[config.mk]
export PLATFORM = sky130hd
export DESIGN_NAME = sfpi_top
export DESIGN_NICKNAME = d
export VERILOG_FILES = /design/src/logic/sfpi_pkg.sv /design/src/logic/sfpi_buf2.sv /design/src/logic/sfpi_top.sv
export SDC_FILE = /design/constraint.sdc
export NUM_CORES = 1
export LEC_CHECK = 0
export ABC_AREA = 1
export BUFFER_PORTS_ARGS = -buffer_cell sky130_fd_sc_hd__buf_2
export CAP_MARGIN = 20
export CORE_ASPECT_RATIO = 1.4
export CORE_MARGIN = 1.5
export CORE_UTILIZATION = 37
export DETAILED_ROUTE_END_ITERATION = 7
export SYNTH_ARGS = -nofsm -noshare
export SYNTH_HDL_FRONTEND = slang
export SYNTH_SLANG_ARGS = --single-unit
[constraint.sdc]
create_clock -name ref_clk -period 1.5 [get_ports ref_clk]
set_input_delay 0.075 -clock ref_clk [delete_from_list [all_inputs] [get_ports ref_clk]]
set_output_delay 0.075 -clock ref_clk [all_outputs]
set_load 0.03 [all_outputs]
[src/logic/sfpi_pkg.sv]
// shared constants, states and types of the serial flash pin front end
package sfpi_pkg;

  // ==========================================================
  // widths
  localparam int unsigned BYTE_W  = 8;
  localparam int unsigned CNT_W   = 3;
  localparam int unsigned PIN_N   = 5;
  localparam int unsigned SYNC_N  = 3;

  // ==========================================================
  // index of each sampled pin in the synchroniser bank
  localparam int unsigned PIN_CS    = 0;
  localparam int unsigned PIN_SCK   = 1;
  localparam int unsigned PIN_DIN   = 2;
  localparam int unsigned PIN_WP    = 3;
  localparam int unsigned PIN_PAUSE = 4;

  // reset level of each pin: select, protect and pause idle high
  localparam logic [PIN_N-1:0] PIN_IDLE = 5'h19;

  // ==========================================================
  // reset values and step sizes
  localparam logic [CNT_W-1:0]  CNT_RST   = 3'h0;
  localparam logic [CNT_W-1:0]  CNT_ONE   = 3'h1;
  localparam logic [CNT_W-1:0]  CNT_TWO   = 3'h2;
  localparam logic [CNT_W-1:0]  CNT_LAST  = 3'h7;
  localparam logic [BYTE_W-1:0] BYTE_RST  = 8'h00;
  localparam logic [BYTE_W-1:0] BYTE_FILL = 8'hFF;

  // ==========================================================
  // frame state
  typedef enum logic [1:0] {
    SFPI_DESEL  = 2'b00,
    SFPI_SEL    = 2'b01,
    SFPI_FINISH = 2'b10
  } sfpi_state_type;

  // ==========================================================
  // state of the pin front end apart from the received byte buffer
  typedef struct packed {
    logic [PIN_N-1:0][SYNC_N-1:0] sync;
    logic [PIN_N-1:0]             filt;
    logic                         sck_prev;
    logic                         cs_prev;
    sfpi_state_type               fsm;
    logic                         hold;
    logic [CNT_W-1:0]             rx_cnt;
    logic [BYTE_W-1:0]            rx_shift;
    logic [BYTE_W-1:0]            push_data;
    logic                         push;
    logic [BYTE_W-1:0]            tx_shift;
    logic [CNT_W-1:0]             tx_cnt;
    logic                         lane1_out;
    logic                         lane1_oe;
    logic                         lane0_out;
    logic                         lane0_oe;
    logic                         tx_load;
    logic                         overrun;
    logic                         frame_start;
    logic                         frame_end;
    logic                         standby;
    logic                         hw_lock;
  } sfpi_core_type;

endpackage : sfpi_pkg

[src/logic/sfpi_buf2.sv]
// two-entry buffer with valid and ready on both sides
`timescale 1ns/1ns
`default_nettype none

module sfpi_buf2 #(
  parameter int unsigned WIDTH = 8
) (
  // clock and reset
  input  wire logic             ref_clk,
  input  wire logic             rst,
  // filling side
  input  wire logic [WIDTH-1:0] in_data,
  input  wire logic             in_valid,
  output var  logic             in_ready,
  // draining side
  output var  logic [WIDTH-1:0] out_data,
  output var  logic             out_valid,
  input  wire logic             out_ready
);

  typedef struct packed {
    logic [WIDTH-1:0] head;
    logic [WIDTH-1:0] tail;
    logic             head_v;
    logic             tail_v;
  } sfpi_buf_type;

  sfpi_buf_type q;
  sfpi_buf_type next_q;
  logic         push;
  logic         pop;

  // ==========================================================
  // head is always the oldest word, tail the one behind it
  always_comb begin
    next_q = q;
    push   = in_valid & ~q.tail_v;
    pop    = q.head_v & out_ready;
    if (pop) begin
      next_q.head   = q.tail;
      next_q.head_v = q.tail_v;
      next_q.tail_v = 1'b0;
    end
    if (push) begin
      if (!next_q.head_v) begin
        next_q.head   = in_data;
        next_q.head_v = 1'b1;
      end else begin
        next_q.tail   = in_data;
        next_q.tail_v = 1'b1;
      end
    end
    if (rst) begin
      next_q = '0;
    end
  end

  // state register
  always_ff @(posedge ref_clk) begin
    q <= next_q;
  end

  assign in_ready  = ~q.tail_v;
  assign out_valid = q.head_v;
  assign out_data  = q.head;

endmodule : sfpi_buf2

`default_nettype wire

[src/logic/sfpi_top.sv]
// serial flash pin front end: select framing, bit shifting, dual read lanes, pause and protect sensing
// Operation
// - select high deselects, standby when idle, output lane one floats
// - while deselected, the input lane is ignored completely
// - frames open on select falling and close on select rising
// - after select rises, standby waits for a self-timed operation to finish
// - input bits are sampled on each rising serial clock edge
// - output bits change on each falling serial clock edge
// - dual read turns the input lane into an output, two bits per edge
// - active-low protect pin enables hardware locking, idles deasserted
// - pause ignores clock and input, floats outputs, keeps selection
// - pause starts only when selected with clock low, self-timed work continues
`timescale 1ns/1ns
`default_nettype none

module sfpi_top (
  // clock and reset
  input  wire logic                        ref_clk,
  input  wire logic                        rst,
  // serial pins
  input  wire logic                        chip_select_n,
  input  wire logic                        serial_clk,
  input  wire logic                        din_lane0_in,
  output var  logic                        din_lane0_out,
  output var  logic                        din_lane0_oe,
  output var  logic                        dout_lane1_out,
  output var  logic                        dout_lane1_oe,
  input  wire logic                        write_protect_n,
  input  wire logic                        pause_n,
  // command core controls
  input  wire logic                        read_phase,
  input  wire logic                        dual_read,
  input  wire logic                        self_timed_busy,
  // outgoing read bytes
  input  wire logic [sfpi_pkg::BYTE_W-1:0] tx_data,
  output var  logic                        tx_load,
  // incoming bytes
  output var  logic [sfpi_pkg::BYTE_W-1:0] rx_data,
  output var  logic                        rx_valid,
  input  wire logic                        rx_ready,
  output var  logic                        rx_overrun,
  // frame and pin status
  output var  logic                        frame_start,
  output var  logic                        frame_end,
  output var  logic                        standby,
  output var  logic                        hw_lock,
  output var  logic                        paused
);

  import sfpi_pkg::*;

  sfpi_core_type     q;
  sfpi_core_type     next_q;
  logic [PIN_N-1:0]  pins;
  logic              buf_ready;
  logic              cs_fall;
  logic              cs_rise;
  logic              sck_rise;
  logic              sck_fall;
  logic              active;
  logic              rx_fire;
  logic              tx_fire;
  logic [BYTE_W-1:0] word;

  assign pins = {pause_n, write_protect_n, din_lane0_in, serial_clk, chip_select_n};

  // ==========================================================
  // next-state logic
  always_comb begin
    next_q             = q;
    word               = q.tx_shift;
    next_q.push        = 1'b0;
    next_q.tx_load     = 1'b0;
    next_q.frame_start = 1'b0;
    next_q.frame_end   = 1'b0;
    // three-stage sampling; a level counts once stages two and three agree
    for (int i = 0; i < PIN_N; i++) begin
      next_q.sync[i] = {q.sync[i][1:0], pins[i]};
      if (q.sync[i][1] == q.sync[i][2]) begin
        next_q.filt[i] = q.sync[i][1];
      end
    end
    next_q.sck_prev = q.filt[PIN_SCK];
    next_q.cs_prev  = q.filt[PIN_CS];
    cs_fall  = q.cs_prev & ~q.filt[PIN_CS];
    cs_rise  = ~q.cs_prev & q.filt[PIN_CS];
    sck_rise = ~q.sck_prev & q.filt[PIN_SCK];
    sck_fall = q.sck_prev & ~q.filt[PIN_SCK];
    // framing by select edges only
    case (q.fsm)
      SFPI_DESEL: begin
        if (cs_fall) begin
          next_q.fsm         = SFPI_SEL;
          next_q.frame_start = 1'b1;
          next_q.rx_cnt      = CNT_RST;
          next_q.tx_cnt      = CNT_RST;
        end
      end
      SFPI_SEL: begin
        if (cs_rise) begin
          next_q.frame_end = 1'b1;
          next_q.hold      = 1'b0;
          next_q.fsm       = self_timed_busy ? SFPI_FINISH : SFPI_DESEL;
        end
      end
      SFPI_FINISH: begin
        if (cs_fall) begin
          next_q.fsm         = SFPI_SEL;
          next_q.frame_start = 1'b1;
          next_q.rx_cnt      = CNT_RST;
          next_q.tx_cnt      = CNT_RST;
        end else if (!self_timed_busy) begin
          next_q.fsm = SFPI_DESEL;
        end
      end
      default: begin
        next_q.fsm = SFPI_DESEL;
      end
    endcase
    // pause starts only selected with clock low; the busy path above is untouched
    if (q.fsm == SFPI_SEL && !cs_rise) begin
      if (!q.hold && !q.filt[PIN_PAUSE] && !q.filt[PIN_SCK]) begin
        next_q.hold = 1'b1;
      end else if (q.hold && q.filt[PIN_PAUSE]) begin
        next_q.hold = 1'b0;
      end
    end
    // clock edges count only inside an open, unpaused frame
    active  = (q.fsm == SFPI_SEL) && !q.hold && !cs_rise;
    rx_fire = active && sck_rise && !dual_read;
    tx_fire = active && sck_fall && read_phase;
    // shift in on rising edges, msb first
    if (rx_fire) begin
      next_q.rx_shift = {q.rx_shift[BYTE_W-2:0], q.filt[PIN_DIN]};
      next_q.rx_cnt   = q.rx_cnt + CNT_ONE;
      if (q.rx_cnt == CNT_LAST) begin
        next_q.push      = 1'b1;
        next_q.push_data = {q.rx_shift[BYTE_W-2:0], q.filt[PIN_DIN]};
      end
    end
    // shift out on falling edges, one or two bits at a time
    if (tx_fire) begin
      if (q.tx_cnt == CNT_RST) begin
        word           = tx_data;
        next_q.tx_load = 1'b1;
      end
      next_q.lane1_out = word[BYTE_W-1];
      if (dual_read) begin
        next_q.lane0_out = word[BYTE_W-2];
        next_q.tx_shift  = {word[BYTE_W-3:0], 2'h3};
        next_q.tx_cnt    = q.tx_cnt + CNT_TWO;
      end else begin
        next_q.tx_shift = {word[BYTE_W-2:0], 1'h1};
        next_q.tx_cnt   = q.tx_cnt + CNT_ONE;
      end
    end
    // pin drive and status
    next_q.lane1_oe = (next_q.fsm == SFPI_SEL) && !next_q.hold && read_phase;
    next_q.lane0_oe = (next_q.fsm == SFPI_SEL) && !next_q.hold && read_phase && dual_read;
    next_q.standby  = (next_q.fsm == SFPI_DESEL);
    next_q.hw_lock  = ~q.filt[PIN_WP];
    next_q.overrun  = q.push & ~buf_ready;
    if (rst) begin
      next_q           = '0;
      next_q.tx_shift  = BYTE_FILL;
      next_q.push_data = BYTE_RST;
      next_q.fsm       = SFPI_DESEL;
      next_q.standby   = 1'b1;
      next_q.filt      = PIN_IDLE;
      next_q.cs_prev   = PIN_IDLE[PIN_CS];
      next_q.sck_prev  = PIN_IDLE[PIN_SCK];
      for (int i = 0; i < PIN_N; i++) begin
        next_q.sync[i] = {SYNC_N{PIN_IDLE[i]}};
      end
    end
  end

  // state register
  always_ff @(posedge ref_clk) begin
    q <= next_q;
  end

  // ==========================================================
  // received byte buffer
  sfpi_buf2 #(
    .WIDTH     (BYTE_W)
  ) u_rx_buf (
    .ref_clk   (ref_clk),
    .rst       (rst),
    .in_data   (q.push_data),
    .in_valid  (q.push),
    .in_ready  (buf_ready),
    .out_data  (rx_data),
    .out_valid (rx_valid),
    .out_ready (rx_ready)
  );

  // outputs straight from the state register
  assign din_lane0_out  = q.lane0_out;
  assign din_lane0_oe   = q.lane0_oe;
  assign dout_lane1_out = q.lane1_out;
  assign dout_lane1_oe  = q.lane1_oe;
  assign tx_load        = q.tx_load;
  assign rx_overrun     = q.overrun;
  assign frame_start    = q.frame_start;
  assign frame_end      = q.frame_end;
  assign standby        = q.standby;
  assign hw_lock        = q.hw_lock;
  assign paused         = q.hold;
endmodule : sfpi_top

`default_nettype wire

==> flow_summary.toml <==
[outcome]
status = "complete, no violations"

[job]
maxCapViolCount = 0

[worst_setup_path]
worstReg2RegStart = "q[10]$_SDFFE_PP0P_"
crit_path_start_kind = "register"
r2r_end = "q[14]$_SDFFE_PP1P_"
path_max_fanout = 9
crit_family = "simple AND/OR/NAND/NOR gates"
r2r_setup_slack_ps = 130
crit_required_ps = 1710
worst_setup_path_end_kind = "register"
path_class = "register to register"
critical_path_arrival_ps = 1590
r2r_cells = 6
max_stage_delay_ps = 320
crit_chain = "inv_1 -> ha_1 -> nand2_2 -> or2_2 -> o21ai_1 -> o211ai_1"
crit_buf_inv = 1
cpMaxStageDelayCell = "dfxtp_1"

[global_route]
grt_max_degree = 40
grt_usage_pct = 14.1
grt_pass1_vias = 2554
antenna_found_initial = 0
grt_pass1_wl_um = 11100
grt_overflow = 0

[floorplan]
initial_utilization_pct = 37.8
io_pins = 39
rows = 41
die_w_um = 84.0
die_h_um = 116
fp.coreArea_um2 = 8980
dieArea_um2 = 9770

[cells_and_area]
final_nets = 520
synthToLayoutAreaGrowth_pct = 18.9
nFillCells = 949
fin_util_pct = 45.0
instances_no_fill = 608
drive_above_1_share_pct = 18.4
diodes = 0

[synthesis]
syn_avg_cell_area_um2 = 7.46
synth_seq_area_share_pct = 48.4
syn-num-nets = 478
syn_area_um2 = 3390
synth_top_area_share_pct = 48.4
yosysTopAreaCell = "dfxtp_1"
synth_cell_types = 31
synthCells = 455
synth_area_leaders = "dfxtp_1, nand2_1, inv_1, nor2_1, nand3_1"
ys_ff_latch = 82
yosysWarnings = 0

[timing]
slew_viol_final = 0
finalHoldViolations = 0
fmax_ghz = 0.728
layout_min_cycle_time_ps = 1370
skew_ps = 5.18
relSlewSlack_pct = 68.9
worstMarginPinSlew_ps = 466
fin_crit_sh_pct = 91.6
finalSetupViolations = 0
finalWorstSetupSlack_ps = 126

[clock_network]
clkSlewWorstSetupHoldPaths_ps = 60
clk_latency_ps = 340
cts_buffers = 9
cts_root_buf = "clkbuf_16"
clock_path_buffers = 2
cts_tree = "built"
clkSinkCount = 82
htree_levels = 3

[routing]
routedWlPerCell_um = 10.7
wirelength_um = 6510
drc_errors = 0
drt_pass1_iterations = 4
routed_via_density = 4.58
drt_first_iter_violations = 101
ant_nets = 0
vias = 2785

[hold_path]
hold_end = "q[43]$_SDFF_PP0_"
min_from = "self_timed_busy"
hp-class = "input port to register"
min_path_cells = 3

[placed_design]
place_hpwl_um = 4260
port_buffers = 38
place.gp.congestion = 0.738
place_ws_ps = 62.5
dp_cells = 583

[pwr]
leakage_nw = 1.92
vdd_drop_max_uv = 693
p_per_area_nw_per_um2 = 1150
finalPower_mw = 4.65
p_sw_mw = 0.941
internal_power_mw = 3.70
p_sw_share_pct = 20.3
clock_power_share_pct = 49.4
combinationalPowerShare_pct = 3.2
pwr-share-seq_pct = 47.4
==> metrics by stage <==
stage               area, um2  TNS (ps)  hold slack, ps
global route             4040     -15.2            40.2
detailed placement       3630         0             264
finish                   4040         0            25.2
CTS                      3990         0            24.1
floorplan                3390         0             179
global placement         3630         0             260
==> state kept, by name (all words and copies together) (netlist names) <==
name                count
din_lane0_oe            1
hw_lock                 1
paused                  1
frame_end               1
dout_lane1_out          1
u_rx_buf.out_data       8
u_rx_buf.q              9
u_rx_buf.out_valid      1
din_lane0_out           1
dout_lane1_oe           1
frame_start             1
q                      53
standby                 1
tx_load                 1
rx_overrun              1
==> routing by layer <==
layer	part of all wire, %	up-vias	global-route usage (%)
met5	0	-	0
met4	2.1	0	7.21
met3	3.6	14	3.82
met2	48	46	25.5
met1	46	1239	15.3
li1	-	1486	-
==> kinds of logic after synthesis <==
kind of cell    count (synthesis)  synth area share [%]
flops                          82                  48.4
fa+ha+maj                       4                  1.47
compound gates                 69                  10.8
simple gates                  206                  27.1
buf+inv                        94                  12.3
==> tightest hold or removal path: cells and delay by family <==
| kind | cells | cell delay [ps] |
|---|---|---|
| AND/OR/NAND/NOR | 1 | 110 |
| buffers and inverters | 2 | 150 |
==> layout make-up <==
class	count	area, um2	share of cell area, %
clock buffer	10	229	5.67
clock inverter	5	80.1	1.98
inverter	71	267	6.60
multi-input combinational	281	1360	33.8
sequential	82	1640	40.7
tap	107	134	3.32
timing repair buffer	52	320	7.94
==> synthesized netlist by cell type <==
cell type  instances
buf_2              2
o21ai_0           33
a21boi_1           1
nand4_1            1
o22ai_1            1
nand3_1           40
nor3_1             2
or2_2              8
o21a_1             1
clkbuf_1          10
nor2_2             2
nor2_8             1
buf_12             1
a21oi_2            3
inv_1             69
inv_2              1
nand3_4            1
o21ai_1            8
buf_6              2
a21boi_0           1
a21oi_1           20
dfxtp_1           82
nand2_2            5
nand2_4            1
buf_4              8
ha_1               4
o211ai_1           1
nor2_1            54
nand2_1           89
nor2_4             2
clkinv_1           1
==> worst max-delay path by stage <==
stage / start / endpoint / slack [ps] / cells after the start
2_1_floorplan: paused$_SDFF_PP0_ / q[38]$_SDFFE_PP0P_ / 170 / 7
3_3_place_gp: paused$_SDFF_PP0_ / q[28]$_SDFFE_PP0P_ / 90 / 7
3_5_place_dp: q[10]$_SDFFE_PP0P_ / q[14]$_SDFFE_PP1P_ / 60 / 6
4_1_cts: paused$_SDFF_PP0_ / q[28]$_SDFFE_PP0P_ / 50 / 7
5_1_grt: q[10]$_SDFFE_PP0P_ / q[20]$_SDFFE_PP1P_ / -20 / 10
6_report: q[10]$_SDFFE_PP0P_ / q[14]$_SDFFE_PP1P_ / 130 / 6
==> timing repair <==
item / in CTS / in global routing
endpoints found under the setup margin: 0 / 19
resized for setup: 0 / 6
hold buffers: 5 / 0
buffers inserted: 0 / 3
hold endpoints to repair: 5 / 0
==> power groups by stage <==
| stage | clock network, mW | logic (mW) | registers, mW |
|---|---|---|---|
| 2_1_floorplan | 0 | 0.0883 | 2.25 |
| 3_3_place_gp | 0 | 0.141 | 2.25 |
| 3_5_place_dp | 0 | 0.141 | 2.25 |
| 4_1_cts | 2.35 | 0.152 | 2.20 |
| 5_1_grt | 2.46 | 0.170 | 2.20 |
| 6_report | 2.29 | 0.150 | 2.20 |
==> placed cells by master (no fill, tap or decap), types with 4 or more instances in the layout <==
cell and instances:
nor2_2 4, buf_2 38, dfxtp_1 81, clkbuf_16 9, a21oi_1 20, inv_1 69
nand2_2 8, o21ai_0 32, nand3_1 40, nand2_1 86, ha_1 4, or2_2 8
dlygate4sd3_1 5, nor2_1 53, buf_4 8, o21ai_1 9
Note: power is estimated with default switching activity, not from simulation.
